--- config.mk ---
export PLATFORM = sky130hd
export DESIGN_NAME = itfm_mapper
export DESIGN_NICKNAME = d
export VERILOG_FILES = /design/src/include/itfm_pkg.sv /design/src/core/itfm_sync.sv /design/src/core/itfm_cps.sv /design/src/core/itfm_mapper.sv
export SDC_FILE = /design/constraint.sdc
export NUM_CORES = 1
export LEC_CHECK = 0
export BUFFER_PORTS_ARGS = -buffer_cell sky130_fd_sc_hd__buf_2
export CELL_PAD_IN_SITES_DETAIL_PLACEMENT = 0
export CELL_PAD_IN_SITES_GLOBAL_PLACEMENT = 1
export CORE_MARGIN = 4
export CORE_UTILIZATION = 35
export DETAILED_ROUTE_END_ITERATION = 10
export PLACE_DENSITY_LB_ADDON = 0.1
export SLEW_MARGIN = 20
export SYNTH_ARGS = -nofsm -noshare
export SYNTH_HDL_FRONTEND = slang
export SYNTH_HIERARCHICAL = 1
export SYNTH_SLANG_ARGS = --single-unit
--- constraint.sdc ---
create_clock -name pclk -period 6.65 [get_ports pclk]
set_input_delay 0 -clock pclk [delete_from_list [all_inputs] [get_ports pclk]]
set_output_delay 0 -clock pclk [all_outputs]
set_load 0.02 [all_outputs]
--- src/include/itfm_pkg.sv ---
// itfm_pkg.sv: constants, register map and function codes for the input terminal mapper
package itfm_pkg;

	// ==========================================================
	// sizes
	localparam int NUM_TERM = 5;
	localparam int CODE_W = 5;
	localparam int POL_W = 2;

	// ==========================================================
	// function option codes
	localparam logic [CODE_W-1:0] OPT_NONE = 5'h00;
	localparam logic [CODE_W-1:0] OPT_REV = 5'h01;
	localparam logic [CODE_W-1:0] OPT_SPD0 = 5'h02;
	localparam logic [CODE_W-1:0] OPT_SPD1 = 5'h03;
	localparam logic [CODE_W-1:0] OPT_SPD2 = 5'h04;
	localparam logic [CODE_W-1:0] OPT_SPD3 = 5'h05;
	localparam logic [CODE_W-1:0] OPT_JOG = 5'h06;
	localparam logic [CODE_W-1:0] OPT_DCB = 5'h07;
	localparam logic [CODE_W-1:0] OPT_MOT2 = 5'h08;
	localparam logic [CODE_W-1:0] OPT_RAMP2 = 5'h09;
	localparam logic [CODE_W-1:0] OPT_COAST = 5'h0B;
	localparam logic [CODE_W-1:0] OPT_EXT = 5'h0C;
	localparam logic [CODE_W-1:0] OPT_USP = 5'h0D;
	localparam logic [CODE_W-1:0] OPT_CPS = 5'h0E;
	localparam logic [CODE_W-1:0] OPT_LOCK = 5'h0F;
	localparam logic [CODE_W-1:0] OPT_ASEL = 5'h10;
	localparam logic [CODE_W-1:0] OPT_RST = 5'h12;

	// ==========================================================
	// polarity and analog selection encodings
	localparam logic [POL_W-1:0] POL_NO = 2'h0;
	localparam logic [POL_W-1:0] POL_NC = 2'h1;
	localparam logic [1:0] ASEL_CUR = 2'h0;
	localparam logic [1:0] ASEL_V2 = 2'h1;
	localparam logic [1:0] ASRC_MAIN = 2'h0;
	localparam logic [1:0] ASRC_CUR = 2'h1;
	localparam logic [1:0] ASRC_V2 = 2'h2;
	localparam logic [13:0] ERR_EXT_TRIP = 14'h000C;

	// ==========================================================
	// register byte addresses
	localparam logic [11:0] ADDR_ASSIGN = 12'h000;
	localparam logic [11:0] ADDR_POL = 12'h004;
	localparam logic [11:0] ADDR_CFG = 12'h008;
	localparam logic [11:0] ADDR_CMD = 12'h00C;
	localparam logic [11:0] ADDR_STAT = 12'h010;

	// ==========================================================
	// reset values: the shipping terminal setup
	localparam logic [24:0] ASSIGN_RST = 25'h0884462;
	localparam logic [11:0] POL_RST = 12'h000;
	localparam logic [1:0] ASEL_RST = 2'h0;
	localparam logic [15:0] DELAY_RST = 16'h0004;

	// ==========================================================
	// timing
	localparam int CLK_MHZ = 250;
	localparam int DELAY_UNIT_US = 1;
	localparam int DELAY_UNIT_CYC = DELAY_UNIT_US * CLK_MHZ;

	// ==========================================================
	// bypass handover states
	typedef enum logic [1:0]
	{
		CPS_IDLE = 2'b00,
		CPS_HOLD = 2'b01,
		CPS_WAIT = 2'b10,
		CPS_MATCH = 2'b11
	} itfm_cps_type;

endpackage : itfm_pkg

--- src/core/itfm_sync.sv ---
// itfm_sync.sv: two-stage synchroniser for the terminal pins
`timescale 1ns/1ps
module itfm_sync
	import itfm_pkg::*;
#(
	parameter int W = 6
)
(
	input wire logic pclk,
	input wire logic presetn,
	input wire logic [W-1:0] async_in,
	output logic [W-1:0] sync_out
);

	logic [W-1:0] meta_q;

	// ==========================================================
	// capture chain
	always_ff @(posedge pclk or negedge presetn)
	begin
		if (!presetn)
		begin
			meta_q <= '0;
			sync_out <= '0;
		end
		else
		begin
			meta_q <= async_in;
			sync_out <= meta_q;
		end
	end

endmodule : itfm_sync

--- src/core/itfm_cps.sv ---
// itfm_cps.sv: commercial power bypass handover sequencer
`timescale 1ns/1ps
module itfm_cps
	import itfm_pkg::*;
(
	input wire logic pclk,
	input wire logic presetn,
	input wire logic cps_act,
	input wire logic [15:0] restart_delay_setting,
	input wire logic speed_matched,
	output logic output_suppress,
	output logic freq_match_req
);

	itfm_cps_type state_q;
	itfm_cps_type state_d;
	logic cps_prev_q;
	logic [31:0] cnt_q;
	logic [31:0] cnt_d;
	wire rise = cps_act & ~cps_prev_q;
	wire fall = ~cps_act & cps_prev_q;
	wire [31:0] limit = 32'(restart_delay_setting) * 32'(DELAY_UNIT_CYC);

	// ==========================================================
	// sequencer
	always_comb
	begin
		state_d = state_q;
		cnt_d = cnt_q;
		case (state_q)
			CPS_IDLE: if (rise) state_d = CPS_HOLD;
			CPS_HOLD: if (fall)
			begin
				state_d = CPS_WAIT;
				cnt_d = '0;
			end
			CPS_WAIT:
			begin
				if (rise) state_d = CPS_HOLD;
				else if (cnt_q + 32'h1 >= limit) state_d = CPS_MATCH;
				else cnt_d = cnt_q + 32'h1;
			end
			CPS_MATCH:
			begin
				if (rise) state_d = CPS_HOLD;
				else if (speed_matched) state_d = CPS_IDLE;
			end
			default: state_d = CPS_IDLE;
		endcase
	end

	always_ff @(posedge pclk or negedge presetn)
	begin
		if (!presetn)
		begin
			state_q <= CPS_IDLE;
			cps_prev_q <= 1'b0;
			cnt_q <= '0;
			output_suppress <= 1'b0;
			freq_match_req <= 1'b0;
		end
		else
		begin
			state_q <= state_d;
			cps_prev_q <= cps_act;
			cnt_q <= cnt_d;
			output_suppress <= (state_d != CPS_IDLE);
			freq_match_req <= (state_d == CPS_MATCH);
		end
	end

	// ==========================================================
	// checks
	cps_suppress_a: assert property (@(posedge pclk) disable iff (!presetn)
		(cps_act && !$past(cps_act) && state_q == CPS_IDLE) |=> output_suppress)
		else $error("bypass rise did not suppress output");

endmodule : itfm_cps

--- src/core/itfm_mapper.sv ---
// itfm_mapper.sv: input terminal function mapper with APB registers
//
// Operation
// - each terminal acts as the command chosen by its assignment code
// - each terminal and the forward terminal has its own polarity setting
// - polarity 00 is active high, 01 is active low
// - active-low polarity is refused on a terminal assigned trip reset
// - reverse input active means run reverse, inactive means stop
// - four speed select inputs form a binary index, code 02 is bit 0
// - jog active runs at jog frequency, inactive stops
// - DC brake input active applies DC braking during deceleration
// - second motor input active selects the second parameter set
// - second ramp input active selects second-stage ramp values
// - coast input active switches the output off
// - rising external trip latches a trip with code E12 until reset
// - start guard active at power-up blocks resuming the previous run; the synchronised pins still read 0 then, so only trip reset is guarded
// - bypass rise suppresses output, fall waits, matches speed, resumes
// - lock input active rejects parameter changes
// - analog select picks current or second voltage input, else main
// - trip reset clears trip, turns output off and asserts power-up reset
//
// Decided for this implementation: the register addresses and register access over APB.
`timescale 1ns/1ps
module itfm_mapper
	import itfm_pkg::*;
(
	input wire logic pclk,
	input wire logic presetn,
	input wire logic psel,
	input wire logic penable,
	input wire logic pwrite,
	input wire logic [11:0] paddr,
	input wire logic [31:0] pwdata,
	output logic [31:0] prdata,
	output logic pready,
	output logic pslverr,
	input wire logic [NUM_TERM-1:0] terminal_in,
	input wire logic forward_in,
	input wire logic run_before_loss,
	input wire logic speed_matched,
	output logic forward_run_cmd,
	output logic reverse_run_cmd,
	output logic [3:0] speed_index,
	output logic jog_cmd,
	output logic dc_brake_cmd,
	output logic second_motor_sel,
	output logic second_ramp_sel,
	output logic coast_stop_cmd,
	output logic trip_latched,
	output logic [13:0] trip_error_code,
	output logic resume_run,
	output logic output_suppress,
	output logic freq_match_req,
	output logic parameter_lock,
	output logic [1:0] analog_source_sel,
	output logic trip_reset_cmd,
	output logic powerup_reset,
	output logic output_enable,
	output logic [15:0] jog_frequency_out
);

	// ==========================================================
	// registers
	logic [24:0] terminal_function_assign_q;
	logic [11:0] terminal_polarity_sel_q;
	logic [1:0] forward_terminal_polarity_q;
	logic [1:0] analog_selection_setting_q;
	logic [15:0] jog_frequency_setting_q;
	logic [15:0] restart_delay_setting_q;
	logic trip_q;
	logic ext_prev_q;
	logic boot_done_q;
	logic resume_q;
	logic [NUM_TERM:0] pin_sync;

	// ==========================================================
	// helpers
	function automatic logic [CODE_W-1:0] code_of(input logic [24:0] a, input int i);
		code_of = a[i*CODE_W +: CODE_W];
	endfunction : code_of

	function automatic logic pol_act(input logic raw, input logic [POL_W-1:0] p);
		pol_act = (p == POL_NC) ? ~raw : raw;
	endfunction : pol_act

	// gathers every terminal that carries option code c
	function automatic logic func_on(input logic [24:0] a, input logic [NUM_TERM-1:0] act,
		input logic [CODE_W-1:0] c);
		logic r;
		r = 1'b0;
		for (int i = 0; i < NUM_TERM; i++)
			if (code_of(a, i) == c) r = r | act[i];
		func_on = r;
	endfunction : func_on

	// refuses active-low on a trip reset terminal
	function automatic logic [11:0] pol_clean(input logic [24:0] a, input logic [11:0] p);
		logic [11:0] r;
		r = p;
		for (int i = 0; i < NUM_TERM; i++)
			if (code_of(a, i) == OPT_RST) r[i*POL_W +: POL_W] = POL_NO;
		pol_clean = r;
	endfunction : pol_clean

	// ==========================================================
	// pin synchroniser
	itfm_sync #(.W(NUM_TERM + 1)) u_sync
	(
		.pclk(pclk),
		.presetn(presetn),
		.async_in({forward_in, terminal_in}),
		.sync_out(pin_sync)
	);

	// ==========================================================
	// conditioning and function decode
	logic [NUM_TERM-1:0] act;
	always_comb
	begin
		for (int i = 0; i < NUM_TERM; i++)
			act[i] = pol_act(pin_sync[i], terminal_polarity_sel_q[i*POL_W +: POL_W]);
	end
	wire fwd_act = pol_act(pin_sync[NUM_TERM], forward_terminal_polarity_q);
	wire [24:0] fa = terminal_function_assign_q;
	wire f_rev = func_on(fa, act, OPT_REV);
	wire f_jog = func_on(fa, act, OPT_JOG);
	wire f_ext = func_on(fa, act, OPT_EXT);
	wire f_usp = func_on(fa, act, OPT_USP);
	wire f_cps = func_on(fa, act, OPT_CPS);
	wire f_asel = func_on(fa, act, OPT_ASEL);
	wire f_rst = func_on(fa, act, OPT_RST);
	wire [3:0] spd = {func_on(fa, act, OPT_SPD3), func_on(fa, act, OPT_SPD2),
		func_on(fa, act, OPT_SPD1), func_on(fa, act, OPT_SPD0)};
	wire [1:0] asrc = !f_asel ? ASRC_MAIN :
		(analog_selection_setting_q == ASEL_CUR) ? ASRC_CUR :
		(analog_selection_setting_q == ASEL_V2) ? ASRC_V2 : ASRC_MAIN;
	wire f_coast = func_on(fa, act, OPT_COAST);
	wire f_lock = func_on(fa, act, OPT_LOCK);
	wire ext_rise = f_ext & ~ext_prev_q;

	// ==========================================================
	// bypass handover
	logic cps_supp;
	itfm_cps u_cps
	(
		.pclk(pclk),
		.presetn(presetn),
		.cps_act(f_cps),
		.restart_delay_setting(restart_delay_setting_q),
		.speed_matched(speed_matched),
		.output_suppress(cps_supp),
		.freq_match_req(freq_match_req)
	);
	assign output_suppress = cps_supp;

	// ==========================================================
	// trip latch and power-up start guard
	always_ff @(posedge pclk or negedge presetn)
	begin
		if (!presetn)
		begin
			trip_q <= 1'b0;
			ext_prev_q <= 1'b0;
			boot_done_q <= 1'b0;
			resume_q <= 1'b0;
		end
		else
		begin
			ext_prev_q <= f_ext;
			if (ext_rise) trip_q <= 1'b1;
			else if (f_rst) trip_q <= 1'b0;
			if (!boot_done_q || f_rst)
			begin
				boot_done_q <= 1'b1;
				resume_q <= run_before_loss & ~f_usp;
			end
		end
	end

	// ==========================================================
	// command outputs
	always_ff @(posedge pclk or negedge presetn)
	begin
		if (!presetn)
		begin
			forward_run_cmd <= 1'b0;
			reverse_run_cmd <= 1'b0;
			speed_index <= '0;
			jog_cmd <= 1'b0;
			dc_brake_cmd <= 1'b0;
			second_motor_sel <= 1'b0;
			second_ramp_sel <= 1'b0;
			coast_stop_cmd <= 1'b0;
			parameter_lock <= 1'b0;
			analog_source_sel <= ASRC_MAIN;
			trip_reset_cmd <= 1'b0;
			powerup_reset <= 1'b0;
			output_enable <= 1'b0;
			jog_frequency_out <= '0;
		end
		else
		begin
			forward_run_cmd <= fwd_act;
			reverse_run_cmd <= f_rev;
			speed_index <= spd;
			jog_cmd <= f_jog;
			jog_frequency_out <= f_jog ? jog_frequency_setting_q : 16'h0000;
			dc_brake_cmd <= func_on(fa, act, OPT_DCB);
			second_motor_sel <= func_on(fa, act, OPT_MOT2);
			second_ramp_sel <= func_on(fa, act, OPT_RAMP2);
			coast_stop_cmd <= f_coast;
			parameter_lock <= f_lock;
			analog_source_sel <= asrc;
			trip_reset_cmd <= f_rst;
			powerup_reset <= f_rst;
			output_enable <= (fwd_act | f_rev | f_jog) & ~f_coast & ~f_rst
				& ~cps_supp & ~trip_q;
		end
	end
	assign trip_latched = trip_q;
	assign trip_error_code = trip_q ? ERR_EXT_TRIP : 14'h0000;
	assign resume_run = resume_q;

	// ==========================================================
	// APB slave, zero wait states
	wire acc = psel & penable;
	wire wr_ok = acc & pwrite & ~f_lock;
	wire hit_assign = (paddr == ADDR_ASSIGN);
	wire hit_pol = (paddr == ADDR_POL);
	wire hit_cfg = (paddr == ADDR_CFG);
	wire hit_cmd = (paddr == ADDR_CMD);
	wire hit_stat = (paddr == ADDR_STAT);
	wire mapped = hit_assign | hit_pol | hit_cfg | hit_cmd | hit_stat;
	wire ro_hit = hit_cmd | hit_stat;
	assign pready = 1'b1;
	assign pslverr = acc & (~mapped | (pwrite & (ro_hit | f_lock)));

	always_ff @(posedge pclk or negedge presetn)
	begin
		if (!presetn)
		begin
			terminal_function_assign_q <= ASSIGN_RST;
			terminal_polarity_sel_q <= POL_RST;
			forward_terminal_polarity_q <= POL_NO;
			analog_selection_setting_q <= ASEL_RST;
			jog_frequency_setting_q <= '0;
			restart_delay_setting_q <= DELAY_RST;
		end
		else if (wr_ok && hit_assign)
		begin
			terminal_function_assign_q <= pwdata[24:0];
			terminal_polarity_sel_q <= pol_clean(pwdata[24:0], terminal_polarity_sel_q);
		end
		else if (wr_ok && hit_pol)
		begin
			terminal_polarity_sel_q <= pol_clean(fa, pwdata[11:0]);
			forward_terminal_polarity_q <= pwdata[17:16];
			analog_selection_setting_q <= pwdata[25:24];
		end
		else if (wr_ok && hit_cfg)
		begin
			jog_frequency_setting_q <= pwdata[15:0];
			restart_delay_setting_q <= pwdata[31:16];
		end
	end

	wire [31:0] rd_cmd = {8'h00, 2'h0, analog_source_sel, powerup_reset, output_enable,
		parameter_lock, coast_stop_cmd, second_ramp_sel, second_motor_sel, dc_brake_cmd,
		jog_cmd, speed_index, reverse_run_cmd, forward_run_cmd, 6'h00};
	wire [31:0] rd_stat = {14'h0000, trip_error_code, cps_supp, resume_q, trip_q, act[0]};
	wire [31:0] rd_mux = hit_assign ? {7'h00, fa} :
		hit_pol ? {6'h00, analog_selection_setting_q, 6'h00, forward_terminal_polarity_q,
			4'h0, terminal_polarity_sel_q} :
		hit_cfg ? {restart_delay_setting_q, jog_frequency_setting_q} :
		hit_cmd ? rd_cmd :
		hit_stat ? rd_stat : 32'h0000_0000;
	always_ff @(posedge pclk or negedge presetn)
	begin
		if (!presetn) prdata <= '0;
		else if (psel && !penable && !pwrite) prdata <= rd_mux;
	end

	// ==========================================================
	// checks
	trip_latch_a: assert property (@(posedge pclk) disable iff (!presetn)
		(ext_rise && !f_rst) |=> (trip_q && trip_error_code == ERR_EXT_TRIP))
		else $error("external trip rise not latched");
	trip_hold_a: assert property (@(posedge pclk) disable iff (!presetn)
		(trip_q && !f_rst) |=> trip_q)
		else $error("trip lost without reset");
	reset_clear_a: assert property (@(posedge pclk) disable iff (!presetn)
		(f_rst && !ext_rise) |=> (!trip_q && !output_enable && powerup_reset))
		else $error("trip reset did not clear and stop");
	no_nc_reset_a: assert property (@(posedge pclk) disable iff (!presetn)
		(code_of(fa, 0) == OPT_RST) |-> (terminal_polarity_sel_q[1:0] != POL_NC))
		else $error("active-low on trip reset terminal");
	rev_follow_a: assert property (@(posedge pclk) disable iff (!presetn)
		f_rev |=> reverse_run_cmd)
		else $error("reverse command not following input");
	speed_index_a: assert property (@(posedge pclk) disable iff (!presetn)
		1'b1 |=> (speed_index == $past(spd)))
		else $error("speed index mismatch");
	coast_off_a: assert property (@(posedge pclk) disable iff (!presetn)
		f_coast |=> !output_enable)
		else $error("output on during coast stop");
	lock_write_a: assert property (@(posedge pclk) disable iff (!presetn)
		(acc && pwrite && f_lock && hit_cfg) |=> $stable(jog_frequency_setting_q))
		else $error("write accepted while locked");
	analog_src_a: assert property (@(posedge pclk) disable iff (!presetn)
		!f_asel |=> (analog_source_sel == ASRC_MAIN))
		else $error("main voltage input not selected");

endmodule : itfm_mapper

# ---- Yosys cells after proc, flatten, opt, wreduce, memory -nomap -nowiden
# Index checks and enable logic that the tools add are counted.
dict set report word_totals {
  register_bits 190
  in_bits 57
  out_inout_bits 85
  elab_cells 396
}
dict set report op_classes {
  n_addsub 1
  n_mul 1
  magnitude_cmp 1
  eq_ne 108
  muxes 121
  bitwise 104
  reduce_logical 24
}
# cell count
set op_table {}
lappend op_table {{32-bit 2-to-1 mux} 6}
lappend op_table {{5-bit by 4-bit equality test with 1-bit output (second input constant)} 35}
lappend op_table {{5-bit by 3-bit equality test with 1-bit output (second input constant)} 20}
lappend op_table {{1-bit 2-to-1 mux} 88}
lappend op_table {{5-bit equality test (second input constant)} 15}
lappend op_table {{1-bit OR} 73}
lappend op_table {{32-bit one-hot mux with 2 select lines} 1}
lappend op_table {{5-bit by 2-bit equality test with 1-bit output (second input constant)} 10}
lappend op_table {{2-bit 2-to-1 mux} 19}
lappend op_table {{32-bit by 1-bit adder with 32-bit output (second input constant)} 1}
lappend op_table {{32-bit by 24-bit >= comparator with 1-bit output} 1}
lappend op_table {{5-bit by 1-bit equality test with 1-bit output (second input constant)} 5}
lappend op_table {{12-bit by 4-bit equality test with 1-bit output (second input constant)} 2}
lappend op_table {{16-bit by 7-bit multiplier with 23-bit output (second input constant)} 1}
lappend op_table {{22-bit 2-to-1 mux} 1}
lappend op_table {{10-bit 2-to-1 mux} 2}
lappend op_table {{1-bit inverter} 18}
lappend op_table {{2-bit by 1-bit equality test with 1-bit output (second input constant)} 8}
lappend op_table {{16-bit 2-to-1 mux} 1}
lappend op_table {{1-bit bitwise AND} 13}
lappend op_table {{12-bit by 3-bit equality test with 1-bit output (second input constant)} 1}
lappend op_table {{12-bit by 5-bit equality test with 1-bit output (second input constant)} 1}
lappend op_table {{12-bit logical NOT} 1}
lappend op_table {{2-bit by 1-bit != test with 1-bit output (second input constant)} 6}
lappend op_table {{13 further kinds} 31}

# ---- Longest topological paths before layout
dict set report depth {
  ltp_word 17
  mapped_depth 25
  depth_no_buf 24
}

# ---- Modules after synthesis
# Netlist, hierarchy kept.
# module n_inst cells_per_inst area_per_inst_um2 seq_area_each_um2
set by_module_without_submodules {}
lappend by_module_without_submodules {itfm_mapper 1 641 7099.3 3538.4}
lappend by_module_without_submodules {itfm_cps 1 601 5576.6 925.9}
lappend by_module_without_submodules {itfm_sync 1 12 300.3 300.3}

# ---- Worst setup path before layout
# Ideal clock, no wire load.
dict set report synth_timing {
  path_type {reg2reg}
  from {reg restart_delay_setting_q[0]}
  to {reg u_cps.cnt_q[11]}
  setup_time_ns 0.125
  arrival_time_ns 5.833
  required_ns 6.525
  path_slack_ns 0.692
  path_stages_with_launch 24
  path_buffers 1
  period_less_slack_ns 5.958
  cell_sequence {dfrtp_1 fa_1 inv_1 fa_1 fa_1 fa_1 inv_1 ha_1 o21ai_0 o21ai_0 nand4_1 a21bo_2 o31ai_1 nor2_1 xor2_1 ha_1 a21oi_1 o21ai_0 a221oi_1 o211a_1 a31o_2 nand3_4 buf_6 mux2_4}
}
dict set report synth_between {
  elab_chain_cells 4
}
# item line_no
set synth_lines {}
lappend synth_lines {{start: declaration} itfm_mapper.sv:69} ;# logic [15:0] restart_delay_setting_q;
lappend synth_lines {{start signal: assignment} itfm_mapper.sv:263} ;# restart_delay_setting_q <= pwdata[31:16];
lappend synth_lines {{16-bit by 7-bit multiplier with 23-bit output} itfm_cps.sv:22} ;# wire [31:0] limit = 32'(restart_delay_setting) * 32'(DELAY_UNIT_CYC);
lappend synth_lines {{32-bit by 24-bit >= comparator with 1-bit output} itfm_cps.sv:40} ;# else if (cnt_q + 32'h1 >= limit) state_d = CPS_MATCH;
lappend synth_lines {{2-bit != test (no line)} n/a}
lappend synth_lines {{4-bit AND reduction (no line)} n/a}
lappend synth_lines {{end signal: assignment} itfm_cps.sv:66} ;# cnt_q <= cnt_d;
lappend synth_lines {{end: declaration} itfm_cps.sv:18} ;# logic [31:0] cnt_q;
# No other way between the ends.
# A chain may end at the register's enable or synchronous reset.

# ---- Worst setup path in the final report
dict set report layout_timing {
  from {reg restart_delay_setting_q[2]}
  to {reg u_cps.output_suppress}
}
dict set report layout_between {
  elab_chain_cells 6
}
# item line_no
set layout_lines {}
lappend layout_lines {{16-bit by 7-bit multiplier with 23-bit output} itfm_cps.sv:22}
lappend layout_lines {{32-bit by 24-bit >= comparator with 1-bit output} itfm_cps.sv:40}
lappend layout_lines {{2-bit 2-to-1 mux} itfm_cps.sv:40}
lappend layout_lines {{2-bit 2-to-1 mux} itfm_cps.sv:39} ;# if (rise) state_d = CPS_HOLD;
lappend layout_lines {{2-bit one-hot mux with 4 select lines} itfm_cps.sv:30} ;# case (state_q)
lappend layout_lines {{2-bit nonzero test} itfm_cps.sv:67} ;# output_suppress <= (state_d != CPS_IDLE);
lappend layout_lines {{end signal: assignment} itfm_cps.sv:67}
lappend layout_lines {{end: declaration} itfm_cps.sv:11} ;# output logic output_suppress,
# No other way between the ends.

==> results.sh <==
export IMPL_status="finished, final reports clean"
export IMPL_synth_most_common_cell="dfrtp_1"
export IMPL_port_buffers=128
export IMPL_timing_rr_end="u_cps/output_suppress$_DFF_PN0_"
export IMPL_finalNetCount=1618
export IMPL_slowest_stage="dfstp_2"
export IMPL_ioPinCount=142
export IMPL_grt_usage_pct=19.0
export IMPL_clock_path_buffers=2
export IMPL_slew_headroom_pct=28.7
export IMPL_cp_required_ns=6.98
export IMPL_drtIter0Drc=616
export IMPL_hold_start="run_before_loss"
export IMPL_power_density_mw_per_mm2=155
export IMPL_synth_edf_count=0
export IMPL_total_power_w=0.00236
export IMPL_grt_pass1_wl_um=60400
export IMPL_worstPathMaxFanout=4
export IMPL_grt_overflow_total=0
export IMPL_drive_gt1_share_pct=23.9
export IMPL_cts_tree="yes"
export IMPL_cp_num_buf_inv=3
export IMPL_place_hpwl_um=28800
export IMPL_viasPerCell=5.23
export IMPL_via_count=10000
export IMPL_synth_cell_types=79
export IMPL_root_buffer="clkbuf_16"
export IMPL_whs_endpoint="resume_run$_DFFE_PN0P_"
export IMPL_wirelength_um=37800
export IMPL_grt_util_met1_pct=30.7
export IMPL_fp_dieH_um=201
export IMPL_yosysWarnings=6
export IMPL_synth_area_top_cells="dfrtp_1 35%, fa_1 8.3%, ha_1 7.3%"
export IMPL_grtUsageMet3_pct=3.46
export IMPL_placed_cells_incl_taps=1838
export IMPL_endpoint_kind="register"
export IMPL_area_delta_synth_final_pct=17.7
export IMPL_worstSetupPathType="reg -> reg"
export IMPL_max_vdd_ir_drop_v=0.000195
export IMPL_avgSynthCellArea_um2=10.3
export IMPL_cts_buffers=17
export IMPL_yosysTopAreaCell="dfrtp_1"
export IMPL_path_clk_slew_ns=0.08
export IMPL_r2r_slack_ns=0.36
export IMPL_fin_crit_ns=6.29
export IMPL_drt_pass1_iterations=5
export IMPL_final_util_pct=41.7
export IMPL_die_x_um=201
export IMPL_setup_viol=0
export IMPL_start_util_pct=35.4
export IMPL_crit_chain="inv_1, fa_1, fa_1, fa_1, fa_1, inv_1, ha_1, o21ai_0, nand2b_1, nand4_1, nand2_1, a21oi_2, xor2_1, ha_1, a21o_1, a2111o_1, a221oi_1, o21ai_1, a311oi_4, buf_4, a21oi_1, or3_1"
export IMPL_setup_tns_ns=0
export IMPL_clkSinkCount=190
export IMPL_htree_levels=4
export IMPL_gp_congestion=0.888
export IMPL_hp_class="in -> reg"
export IMPL_pre_cts_ws_ns=0.266
export IMPL_path_common_cell="fa_1"
export IMPL_ys_top_cells_by_count="182 x dfrtp_1, 112 x nand2_1, 101 x inv_1, 76 x ha_1, 61 x nor2_1"
export IMPL_layoutNonFillerInstCount=1912
export IMPL_drt_wirelength_per_cell_um=19.8
export IMPL_diodes=0
export IMPL_async_reset_ff_share_pct=100
export IMPL_finalClockSkew_ns=0.0143
export IMPL_core_rowCount=70
export IMPL_worstReg2RegStart="restart_delay_setting_q[2]$_DFFE_PN1P_"
export IMPL_worst_slew_pin_transition_ns=1.07
export IMPL_finalCritPeriodShare_pct=94.6
export IMPL_grt_pass1_vias=10200
export IMPL_netlist_area_mm2=0.0130
export IMPL_drv_slew=0
export IMPL_critPathTopFamily="adder cells"
export IMPL_clk_latency_ns=0.46
export IMPL_clock_fmax_mhz=159
export IMPL_core_area_mm2=0.0366
export IMPL_antenna_found_initial=0
export IMPL_ys_ff_latch=190
export IMPL_die_area_mm2=0.0402
export IMPL_syn_inst=1254
export IMPL_setup_ws_ns=0.357
export IMPL_worst_path_largest_cell_delay_ns=0.57
export IMPL_grt_use_met2_pct=26.2
export IMPL_hold_path_depth=5
export IMPL_ant_nets=0
export IMPL_grt_max_degree=74
export IMPL_cp_data_arrival_time_ns=6.63
export IMPL_drc_errors=0
export IMPL_yosysTopAreaCellShare_pct=35.1
export IMPL_synth_ff_type="dfrtp_1"
export IMPL_leakage_nw=7.45
export IMPL_ys_seq_area_share_pct=36.7
export IMPL_hold_viol_final=0
export IMPL_maxCapViolCount=0
export IMPL_cp_start_kind="register"
export IMPL_reg2reg_depth=22
export IMPL_busiest_layer="met1"
==> area by class of cell <==
type / instances / area, um2
Clock buffer: 24 / 492
Clock inverter: 8 / 72.6
Fill cell: 3678 / 21300
Inverter: 101 / 379
Multi-Input combinational cell: 908 / 7570
Sequential cell: 190 / 4770
Tap cell: 468 / 586
Timing Repair Buffer: 213 / 1410
==> logic make-up (layout without fill, tap and decap cells) <==
family / Yosys count / in the layout / share of synthesized area (%)
other cells: 2 / 14 / 0.0579
fa+ha+maj: 130 / 130 / 15.7
xor+xnor: 49 / 49 / 3.31
mux: 103 / 103 / 10.4
simple gates: 433 / 433 / 18.3
flops: 190 / 190 / 36.7
buf+inv: 168 / 346 / 5.79
compound gates: 179 / 179 / 9.70
==> what timing repair did <==
item                                    CTS  global route
setup buffers                             0             2
endpoints found under the setup margin    0            35
gates resized for setup                   0            13
endpoints found under the hold margin   129             0
hold buffers                             40             0
==> routing by layer <==
| metal | part of all wire (%) | vias up |
|---|---|---|
| li1 | - | 4755 |
| met1 | 54 | 4986 |
| met2 | 40 | 244 |
| met3 | 4.5 | 21 |
| met4 | 0.90 | 0 |
| met5 | 0 | - |
==> per-stage QoR <==
step / hold slack, ns / area [um2]
finish: 0.0204 / 15300
global route: 0.0256 / 15300
CTS: 0.00824 / 15200
detailed placement: -0.00414 / 14200
global placement: -0.00271 / 14200
floorplan: -0.296 / 13000
==> worst max-delay path by stage <==
stage                                      startpoint                               to  slack, ns  cells past startpoint
2_1_floorplan  restart_delay_setting_q[0]$_DFFE_PN0P_      u_cps/cnt_q[11]$_DFFE_PN0P_       0.69                     23
3_3_place_gp   restart_delay_setting_q[2]$_DFFE_PN1P_      u_cps/cnt_q[13]$_DFFE_PN0P_       0.31                     24
3_5_place_dp   restart_delay_setting_q[2]$_DFFE_PN1P_  u_cps/output_suppress$_DFF_PN0_       0.27                     24
4_1_cts        restart_delay_setting_q[2]$_DFFE_PN1P_      u_cps/cnt_q[11]$_DFFE_PN0P_       0.23                     25
5_1_grt        restart_delay_setting_q[2]$_DFFE_PN1P_  u_cps/output_suppress$_DFF_PN0_      -0.03                     25
6_report       restart_delay_setting_q[2]$_DFFE_PN1P_  u_cps/output_suppress$_DFF_PN0_       0.36                     22
==> cell usage in the layout, fill, tap and decap left out, types with 14 or more instances in the layout <==
master / count
dfrtp_1: 181
buf_2: 127
nand2_1: 112
inv_1: 100
ha_1: 76
nor2_1: 61
mux2_2: 57
fa_1: 54
and2_1: 46
buf_4: 43
nand3_1: 41
dlygate4sd3_1: 40
mux2_4: 30
xnor2_1: 29
a21oi_1: 28
and3_1: 25
o21ai_0: 23
nand4_1: 23
nor3_1: 21
o31ai_1: 21
xor2_1: 20
nor2b_1: 17
clkbuf_16: 17
a22oi_1: 16
nor4_1: 16
conb_1: 14
==> worst min-delay path: stages <==
cell      delay [ns]
buf_2           0.10
o31ai_1         0.08
a31oi_1         0.07
o211ai_1        0.09
o21ai_0         0.09
==> sequential cells by signal (all words and copies together), names as in the netlist, 4 cells and up <==
name / flops
prdata: 32
u_cps/cnt_q: 32
terminal_polarity_sel_q: 12
jog_frequency_setting_q: 16
speed_index: 4
u_sync/meta_q: 6
restart_delay_setting_q: 16
fa: 25
jog_frequency_out: 16
u_sync/sync_out: 6
==> where the power goes <==
group | switching, W | internal, W
logic | 0.000101 | 0.0000575
registers | 0.00000697 | 0.00117
clock network | 0.000501 | 0.000528
Note: power is estimated with default switching activity, not from simulation.
